### config.mk
export PLATFORM = sky130hd
export DESIGN_NAME = conv_dev_end_flat
export DESIGN_NICKNAME = d
export VERILOG_FILES = /design/src/adc_link_pkg.sv /design/src/adc_link_if.sv /design/src/conv_dev_end.sv /design/src/flat_wrapper.sv
export VERILOG_INCLUDE_DIRS = /design/src
export SDC_FILE = /design/constraint.sdc
export NUM_CORES = 1
export LEC_CHECK = 0
export BUFFER_PORTS_ARGS = -buffer_cell sky130_fd_sc_hd__buf_2
export CAP_MARGIN = 20
export CORE_UTILIZATION = 45
export CTS_BUF_LIST = sky130_fd_sc_hd__clkbuf_16
export DETAILED_ROUTE_END_ITERATION = 10
export PLACE_DENSITY_LB_ADDON = 0.1
export SYNTH_ARGS = -nofsm -noshare
export SYNTH_HDL_FRONTEND = slang
export SYNTH_SLANG_ARGS = --single-unit
### constraint.sdc
create_clock -name core_clk -period 6.88 [get_ports core_clk]
set_clock_uncertainty 0.1 [all_clocks]
set_input_delay 1.376 -clock core_clk [delete_from_list [all_inputs] [get_ports core_clk]]
set_output_delay 1.376 -clock core_clk [all_outputs]
set_load 0.03 [all_outputs]
### src/adc_link_cfg.svh
// timing counts, widths and word field positions for the converter link
`ifndef ADC_LINK_CFG_SVH
`define ADC_LINK_CFG_SVH

`define CLK_PERIOD_NS     4
`define CONV_TIME_NS      3500
`define CONV_CYCLES       (`CONV_TIME_NS / `CLK_PERIOD_NS)
`define SEL_EARLY_NS      100
`define SEL_EARLY_CYCLES  (`SEL_EARLY_NS / `CLK_PERIOD_NS)
`define SEL_PULSE_NS      40
`define SEL_PULSE_CYCLES  (`SEL_PULSE_NS / `CLK_PERIOD_NS)
`define CONV_MARGIN       8
`define SCK_HALF_CYCLES   8
`define WAKE_TIME_MS      60
`define WAKE_CYCLES       ((`WAKE_TIME_MS * 1000000) / `CLK_PERIOD_NS)
`define RESULT_BITS       16
`define WORD_BITS         7
`define FIFO_DEPTH        8
`define WORD_SD_BIT       6
`define WORD_OS_BIT       5
`define WORD_S1_BIT       4
`define WORD_S0_BIT       3
`define WORD_COM_BIT      2
`define WORD_UNI_BIT      1
`define WORD_SLEEP_BIT    0
`define WORD_RESET_VALUE  7'h00

`endif

### src/adc_link_pkg.sv
// types and shared coding function for the converter link
package adc_link_pkg;

  typedef enum logic [1:0] {PWR_ON, PWR_NAP, PWR_SLEEP} power_state_type;

  typedef enum logic [2:0] {H_IDLE, H_START, H_CONV, H_SHIFT, H_DONE} host_state_type;

  // offset binary sample to output code: two's complement when bipolar
  function automatic logic [15:0] encodeResult(input logic [15:0] raw, input logic unipolar);
    encodeResult = unipolar ? raw : {~raw[15], raw[14:0]};
  endfunction

endpackage

### src/adc_link_if.sv
// link wires between host and converter
`timescale 1ns/100ps
interface adc_link_if;
  logic conversionSelect;
  logic sck;
  logic sdi;
  logic sdo;

  modport dev (input conversionSelect, input sck, input sdi, output sdo);
  modport host (output conversionSelect, output sck, output sdi, input sdo);
endinterface

### src/conv_dev_end.sv
// converter end: conversion start, power states and serial result port
//
// Overview of operation
// - select high at conversion end enters nap
// - nap keeps only reference and buffer powered
// - host drops select early or after conversion
// - select low at end presents MSB
// - select low at end stays fully powered
// - sleep bit set enters sleep mode
// - host waits wake time after sleep release
// - a select rising edge starts a conversion when none is running
// - start edges ignored while converting
// - host keeps serial pins static during conversion
// - serial port ignores clock and data while converting
// - host avoids shared bus traffic while converting
// - bipolar two's complement, unipolar straight binary
// - conversion ends within fixed maximum time
// - select low after conversion enables port
`timescale 1ns/100ps
`include "adc_link_cfg.svh"

module conv_dev_end
(
  // clock and reset
  input  wire logic                         core_clk,
  input  wire logic                         sys_rst,
  // link to host
  adc_link_if.dev                           link,
  // sampled analog value, offset binary
  input  wire logic [15:0]                  sampleIn,
  // user side status
  output logic                              sampleTaken,
  output logic [5:0]                        muxCfg,
  output adc_link_pkg::power_state_type     powerState,
  output logic                              coreOn,
  output logic                              refBufOn,
  output logic                              converting
);

  localparam logic [9:0] CONV_LAST = 10'(`CONV_CYCLES - 1);
  localparam logic [4:0] WORD_LAST = 5'(`WORD_BITS - 1);
  localparam logic [4:0] FRAME_LAST = 5'(`RESULT_BITS - 1);

  // ----------------------------------------------------------------
  // pin synchronisers
  // ----------------------------------------------------------------
  logic convMeta_ff;
  logic convSel_ff;
  logic convPrev_ff;
  logic sckMeta_ff;
  logic sck_ff;
  logic sckPrev_ff;
  logic sdiMeta_ff;
  logic sdi_ff;

  always_ff @(posedge core_clk or posedge sys_rst)
  begin
    if (sys_rst)
    begin
      convMeta_ff <= 1'b0;
      convSel_ff  <= 1'b0;
      convPrev_ff <= 1'b0;
      sckMeta_ff  <= 1'b0;
      sck_ff      <= 1'b0;
      sckPrev_ff  <= 1'b0;
      sdiMeta_ff  <= 1'b0;
      sdi_ff      <= 1'b0;
    end
    else
    begin
      convMeta_ff <= link.conversionSelect;
      convSel_ff  <= convMeta_ff;
      convPrev_ff <= convSel_ff;
      sckMeta_ff  <= link.sck;
      sck_ff      <= sckMeta_ff;
      sckPrev_ff  <= sck_ff;
      sdiMeta_ff  <= link.sdi;
      sdi_ff      <= sdiMeta_ff;
    end
  end

  logic convRise;
  logic sckRise;
  logic sckFall;

  assign convRise = convSel_ff & ~convPrev_ff;
  assign sckRise  = sck_ff & ~sckPrev_ff;
  assign sckFall  = ~sck_ff & sckPrev_ff;

  // ----------------------------------------------------------------
  // conversion timing
  // ----------------------------------------------------------------
  logic       convBusy_ff;
  logic [9:0] convCnt_ff;
  logic       convStart;
  logic       convDone;

  assign convStart = convRise & ~convBusy_ff;
  assign convDone  = convBusy_ff & (convCnt_ff == CONV_LAST);

  always_ff @(posedge core_clk or posedge sys_rst)
  begin
    if (sys_rst)
    begin
      convBusy_ff <= 1'b0;
      convCnt_ff  <= 10'h000;
    end
    else if (convStart)
    begin
      convBusy_ff <= 1'b1;
      convCnt_ff  <= 10'h000;
    end
    else if (convDone)
    begin
      convBusy_ff <= 1'b0;
    end
    else if (convBusy_ff)
    begin
      convCnt_ff <= convCnt_ff + 10'h001;
    end
  end

  // ----------------------------------------------------------------
  // sample hold and result coding
  // ----------------------------------------------------------------
  logic [15:0] heldSample_ff;
  logic [15:0] codedResult;
  logic [6:0]  cfgWord_ff;

  assign codedResult = adc_link_pkg::encodeResult(heldSample_ff, cfgWord_ff[`WORD_UNI_BIT]);

  always_ff @(posedge core_clk or posedge sys_rst)
  begin
    if (sys_rst)
      heldSample_ff <= 16'h0000;
    else if (convStart)
      heldSample_ff <= sampleIn;
  end

  always_ff @(posedge core_clk or posedge sys_rst)
  begin
    if (sys_rst)
      sampleTaken <= 1'b0;
    else
      sampleTaken <= convStart;
  end

  // ----------------------------------------------------------------
  // serial port
  // ----------------------------------------------------------------
  logic        resultReady_ff;
  logic        portEn;
  logic [15:0] shift_ff;
  logic [6:0]  inWord_ff;
  logic [4:0]  bitCnt_ff;
  logic [6:0]  nxt_inWord;
  logic        wordApply;
  logic        sdo_ff;

  // port stays deaf while a conversion runs
  assign portEn     = resultReady_ff & ~convBusy_ff & ~convSel_ff;
  assign nxt_inWord = {inWord_ff[5:0], sdi_ff};
  assign wordApply  = portEn & sckRise & (bitCnt_ff == WORD_LAST);

  always_ff @(posedge core_clk or posedge sys_rst)
  begin
    if (sys_rst)
      resultReady_ff <= 1'b0;
    else if (convStart)
      resultReady_ff <= 1'b0;
    else if (convDone)
      resultReady_ff <= 1'b1;
  end

  always_ff @(posedge core_clk or posedge sys_rst)
  begin
    if (sys_rst)
      shift_ff <= 16'h0000;
    else if (convDone)
      shift_ff <= codedResult;
    else if (portEn & sckFall)
      shift_ff <= {shift_ff[14:0], 1'b0};
  end

  always_ff @(posedge core_clk or posedge sys_rst)
  begin
    if (sys_rst)
    begin
      inWord_ff <= `WORD_RESET_VALUE;
      bitCnt_ff <= 5'h00;
    end
    else if (convStart)
    begin
      bitCnt_ff <= 5'h00;
    end
    else if (portEn & sckRise & (bitCnt_ff != FRAME_LAST + 5'h01))
    begin
      inWord_ff <= nxt_inWord;
      bitCnt_ff <= bitCnt_ff + 5'h01;
    end
  end

  always_ff @(posedge core_clk or posedge sys_rst)
  begin
    if (sys_rst)
      cfgWord_ff <= `WORD_RESET_VALUE;
    else if (wordApply)
      cfgWord_ff <= nxt_inWord;
  end

  always_ff @(posedge core_clk or posedge sys_rst)
  begin
    if (sys_rst)
      sdo_ff <= 1'b0;
    else if (convDone & ~convSel_ff)
      sdo_ff <= codedResult[15];
    else if (portEn)
      sdo_ff <= shift_ff[15];
  end

  assign link.sdo = sdo_ff;

  // ----------------------------------------------------------------
  // power state
  // ----------------------------------------------------------------
  adc_link_pkg::power_state_type power_ff;
  adc_link_pkg::power_state_type nxt_power;

  always_comb
  begin
    nxt_power = power_ff;
    if (wordApply & nxt_inWord[`WORD_SLEEP_BIT])
      nxt_power = adc_link_pkg::PWR_SLEEP;
    else if (wordApply & (power_ff == adc_link_pkg::PWR_SLEEP))
      nxt_power = adc_link_pkg::PWR_ON;
    else if (power_ff != adc_link_pkg::PWR_SLEEP)
    begin
      if (convDone)
        nxt_power = convSel_ff ? adc_link_pkg::PWR_NAP : adc_link_pkg::PWR_ON;
      else if (convStart)
        nxt_power = adc_link_pkg::PWR_ON;
    end
  end

  always_ff @(posedge core_clk or posedge sys_rst)
  begin
    if (sys_rst)
      power_ff <= adc_link_pkg::PWR_ON;
    else
      power_ff <= nxt_power;
  end

  // ----------------------------------------------------------------
  // registered status outputs
  // ----------------------------------------------------------------
  always_ff @(posedge core_clk or posedge sys_rst)
  begin
    if (sys_rst)
    begin
      powerState <= adc_link_pkg::PWR_ON;
      coreOn     <= 1'b1;
      refBufOn   <= 1'b1;
      converting <= 1'b0;
      muxCfg     <= 6'h00;
    end
    else
    begin
      powerState <= nxt_power;
      coreOn     <= (nxt_power == adc_link_pkg::PWR_ON);
      refBufOn   <= (nxt_power != adc_link_pkg::PWR_SLEEP);
      converting <= convStart | (convBusy_ff & ~convDone);
      muxCfg     <= cfgWord_ff[6:1];
    end
  end

endmodule

### src/flat_wrapper.sv
// flat-port wrapper written by rule: the top's interface ports become plain ports
module conv_dev_end_flat 
  (core_clk, sys_rst, sampleIn, sampleTaken, muxCfg, powerState, coreOn, refBufOn, converting, link_conversionSelect, link_sck, link_sdi, link_sdo);
  adc_link_if link_i ();
  input  wire logic core_clk;
  input  wire logic sys_rst;
  input  wire logic [15:0] sampleIn;
  output logic sampleTaken;
  output logic [5:0] muxCfg;
  output adc_link_pkg::power_state_type powerState;
  output logic coreOn;
  output logic refBufOn;
  output logic converting;
  input wire logic [$bits(link_i.conversionSelect)-1:0] link_conversionSelect;
  input wire logic [$bits(link_i.sck)-1:0] link_sck;
  input wire logic [$bits(link_i.sdi)-1:0] link_sdi;
  output wire logic [$bits(link_i.sdo)-1:0] link_sdo;
  assign link_i.conversionSelect = link_conversionSelect;
  assign link_i.sck = link_sck;
  assign link_i.sdi = link_sdi;
  assign link_sdo = link_i.sdo;
  conv_dev_end u_core (.core_clk(core_clk), .sys_rst(sys_rst), .link(link_i), .sampleIn(sampleIn), .sampleTaken(sampleTaken), .muxCfg(muxCfg), .powerState(powerState), .coreOn(coreOn), .refBufOn(refBufOn), .converting(converting));
endmodule
# After elaboration in Yosys (flattened, before gate mapping)
# Cells that the tools add are included.
[totals] elab_cells=84 register_bits=83 out_inout_bits=13 inputBits=21
[op_classes] eq_ne=7 bitwise=24 reduce_logical=8 mux=20 n_addsub=2
[ops] operator="$mux 16" count=3
[ops] operator="$mux 10" count=3
[ops] operator="$and 1x1->1" count=15
[ops] operator="$add 10x1->10 const B" count=1
[ops] operator="$eq 10x10->1 const B" count=1
[ops] operator="$mux 2" count=5
[ops] operator="$mux 5" count=2
[ops] operator="$reduce_bool 2->1" count=5
[ops] operator="$not 1->1" count=8
[ops] operator="$mux 1" count=7
[ops] operator="$add 5x1->5 const B" count=1
[ops] operator="$eq 5x3->1 const B" count=1
[ops] operator="$ne 5x5->1 const B" count=1
[ops] operator="$ne 2x2->1 const B" count=2
[ops] operator="$reduce_and 2->1" count=2
[ops] operator="$eq 2x2->1 const B" count=1
[ops] operator="$logic_not 2->1" count=1
[ops] operator="$ne 2x1->1 const B" count=1
[ops] operator="$or 1x1->1" count=1

# Longest topological paths before layout
[depth] depth_word=9 depth_mapped=7 ltp_nobuf=6

# Worst setup path before layout
# Ideal clock, no wire load.
[synth_path] path_type="register to register" startpoint="reg u_core.convBusy_ff" endpoint="reg u_core.shift_ff[10]" synth_period_minus_slack_ns=2.098 path_buffers=3 setup_time_ns=0.135 t_arrival_ns=1.864 stages_incl_launch_ff=8 required_time_ns=6.645 path_slack_ns=4.782 cell_sequence="dfrtp_1 > or3b_1 > buf_6 > or3b_2 > buf_4 > buf_6 > mux2i_1 > o21ai_0"
[synth_between] elab_chain_len=5 word_cells_on_any_way=7 classes_between="mux: 1; bitwise: 5; reduce/logical: 1"
[synth_rtl] element="from (decl)" line_no="conv_dev_end.sv:93" source="logic convBusy_ff;"
[synth_rtl] element="from (signal assigned)" line_no="conv_dev_end.sv:105" source="convBusy_ff <= 1'b0;"
[synth_rtl] element="from (signal assigned)" line_no="conv_dev_end.sv:110" source="convBusy_ff <= 1'b1;"
[synth_rtl] element="from (signal assigned)" line_no="conv_dev_end.sv:115" source="convBusy_ff <= 1'b0;"
[synth_rtl] element="$not 1->1" line_no="conv_dev_end.sv:161" source="assign portEn = resultReady_ff & ~convBusy_ff & ~convSel_ff;"
[synth_rtl] element="$and 1x1->1 (2 in series)" line_no="conv_dev_end.sv:161"
[synth_rtl] element="$and 1x1->1" line_no="conv_dev_end.sv:181" source="else if (portEn & sckFall)"
[synth_rtl] element="$reduce_bool 2->1 (no source line)"
[synth_rtl] element="to (signal assigned)" line_no="conv_dev_end.sv:180" source="shift_ff <= codedResult;"
[synth_rtl] element="to (signal assigned)" line_no="conv_dev_end.sv:182" source="shift_ff <= {shift_ff[14:0], 1'b0};"
[synth_rtl] element="to (decl)" line_no="conv_dev_end.sv:153" source="logic [15:0] shift_ff;"
# Several ways; a longest one is shown, not always the timed one.
# A chain may end at the register's enable or synchronous reset.

# Final worst setup path
[layout_path] startpoint="reg u_core.coreOn" endpoint="out coreOn"
[layout_lines] element="from (decl)" line_no="conv_dev_end.sv:35" source="output logic coreOn,"
[layout_lines] element="from (signal assigned)" line_no="conv_dev_end.sv:269" source="coreOn <= (nxt_power == adc_link_pkg::PWR_ON);"
[layout_lines] element="to (decl)" line_no="flat_wrapper.sv:11" source="output logic coreOn;"
# No word-level cell between the ends.

==> impl_metrics.json <==
{
  "hold_path_class": "reg2reg",
  "grt_overflow_total": 0,
  "worstPathMaxFanout": 1,
  "synth_edf_count": 0,
  "num_rows": 31,
  "slew_headroom": 0.560,
  "finalHoldViolCount": 0,
  "crit_required_ns": 5.40,
  "drc": 0,
  "fin_setup_tns_ns": 0,
  "htree_levels": 3,
  "dr.pass1.iters": 4,
  "crit_arrival_ns": 1.01,
  "postCtsSetupBuffers": 0,
  "ant_nets": 0,
  "ys_types": 39,
  "netlist_instances": 294,
  "cts_resized": 0,
  "peakVddDrop_uv": 177,
  "cp-start-kind": "flop",
  "fp.dieArea_um2": 7800,
  "clkTransAtPathRegs_ns": 0.05,
  "ys.flop_type": "dfrtp_1",
  "ys_async_sr_fraction": 1.00,
  "routed_wl_um": 5390,
  "insertion_delay_ns": 0.32,
  "cts_sinks": 82,
  "initial_core_util": 0.465,
  "cts-hold-fix-buffers": 0,
  "end_kind": "output port",
  "fin_util": 0.542,
  "die_w_um": 88.3,
  "yosys_warnings": 0,
  "crit_chain": "buf_2",
  "yosysSeqAreaShare": 0.613,
  "p_per_area_nw_per_um2": 293,
  "grt_setup_unrepaired": "no",
  "setup_violations": 0,
  "fin_crit_ns": 2.49,
  "maxSlewViolCount": 0,
  "cpPeakStageDelay_ns": 0.51,
  "drt-initial-drc-count": 69,
  "boundaryPins": 34,
  "drive_above_1_share": 0.215,
  "worst-path-buf-inv": 1,
  "grt_pass1_wl_um": 9320,
  "vias": 2104,
  "antenna_found_initial": 0,
  "leakage_uw": 0.00200,
  "wire_per_inst_um": 12.5,
  "grt_pass1_vias": 2005,
  "cap_violations": 0,
  "tightest_slew_ns": 0.657,
  "io_buffers": 33,
  "netlist_area_um2": 3350,
  "holdWs_ns": 0.247,
  "layout.nets": 354,
  "numCtsBuffers": 9,
  "grt_max_degree": 83,
  "path_class": "reg2out",
  "cts_tree": "done",
  "status": "complete, no violations",
  "fmax_mhz": 402,
  "clock_path_buffers": 2,
  "path_delay_family": "flip-flops",
  "period_share": 0.361,
  "synth_nets": 320,
  "ys_ff_latch": 82,
  "routed_via_density": 4.89,
  "gp_congestion": 0.730,
  "root_buffer": "clkbuf_16",
  "n_antenna_cell": 0,
  "synth.avg_cell_area_um2": 11.4,
  "gr-usage-all-layers": 0.161,
  "die_h_um": 88.3,
  "design.core.area_um2": 7210,
  "critPathSlowestCell": "dfstp_2",
  "syn2layout_area_growth_pct": 16.7,
  "dp_hpwl_um": 3380
}
[stage by stage]
stage / setup WS, ns / cells / area (um^2) / total power, uW
after floorplan: 3.30 / 294 / 3350 / 643
after global placement: 4.35 / 415 / 3590 / 671
after detailed placement: 4.35 / 415 / 3590 / 675
after CTS: 4.38 / 429 / 3880 / 1160
after global routing: 4.35 / 430 / 3910 / 1210
final: 4.39 / 430 / 3910 / 1150
[Yosys cell counts, types with 3 or more instances]
cell type	n	area, um^2
nand4_1	5	31.3
nand3_1	4	20.0
nor3_1	5	25.0
xor2_1	4	35.0
mux2i_1	19	190
nor2_1	9	33.8
nand2_1	78	293
buf_6	3	33.8
xnor2_1	5	43.8
dfrtp_1	80	2000
o21ai_0	17	85.1
inv_1	8	30.0
clkbuf_1	7	26.3
ha_1	5	62.6
mux2_2	12	135
[state kept, by name, indices dropped and copies added, names as in the netlist, 2 cells and up]
register	flops
u_core.heldSample_ff	16
u_core.bitCnt_ff	5
u_core.power_ff	2
u_core.inWord_ff	6
u_core.muxCfg	6
u_core.shift_ff	16
u_core.cfgWord_ff	6
u_core.convCnt_ff	10
[per-layer routing]
metal | up-vias | GRT usage | routed length, um
li1 | 1048 | - | -
met1 | 1022 | 0.200 | 2590
met2 | 27 | 0.257 | 2540
met3 | 7 | 0.0504 | 158
met4 | 0 | 0.0748 | 105
met5 | - | 0 | 0
[final timing paths]
check / startpoint / endpoint / slack (ns) / depth (start not counted)
min reg2reg: u_core.sckMeta_ff / u_core.sck_ff / 0.25 / 0
max: u_core.coreOn / coreOn / 4.39 / 1
max reg2reg: u_core.convBusy_ff / u_core.shift_ff[3] / 4.60 / 4
min: u_core.sckMeta_ff / u_core.sck_ff / 0.25 / 0
min in group asynchronous: sys_rst / u_core.shift_ff[4] / 0.91 / 3
max in group asynchronous: sys_rst / u_core.refBufOn / 5.17 / 4
[report_power, final]
group | internal [uW] | leakage (uW) | switching, uW
sequential | 532 | 0.00108 | 38.9
combinational | 40.8 | 0.000777 | 54.1
clock | 310 | 0.000150 | 170
total | 883 | 0.00200 | 263
[final cells by class]
cell class              count  area (um^2)
clock buffers               9          225
well taps                  99          124
flip-flops and latches     82         2050
multi-input cells         190         1190
repair buffers             36          208
fillers                   672         3300
inverters                   9         35.0
clock inverters             5         72.6
[worst reg2reg max path, stage by stage (launching register included)]
cell	delay, ns
dfrtp_1	0.45
or3b_1	0.52
or3b_2	0.74
mux2i_1	0.24
o21ai_0	0.10
[logic make-up after synthesis]
family	Yosys count	synth area share
AO/OA/AOI/OAI	24	0.0399
adder cells (fa/ha/maj)	5	0.0187
AND/OR/NAND/NOR	120	0.169
multiplexers	32	0.104
XOR/XNOR	9	0.0235
flip-flops	82	0.613
buffers and inverters	22	0.0325
[cells in the final DEF (no fill, tap or decap), drive strengths merged, types with 3 or more instances in the layout]
| cell | n |
|---|---|
| nand4 | 5 |
| xnor2 | 5 |
| or3b | 3 |
| clkinv | 3 |
| nor2 | 9 |
| dfrtp | 80 |
| nor3 | 5 |
| mux2 | 12 |
| buf | 36 |
| mux2i | 20 |
| xor2 | 4 |
| clkbuf | 9 |
| inv | 9 |
| o21ai | 17 |
| nand3 | 4 |
| ha | 5 |
| nand2 | 78 |
Note: power is estimated with default switching activity, not from simulation.
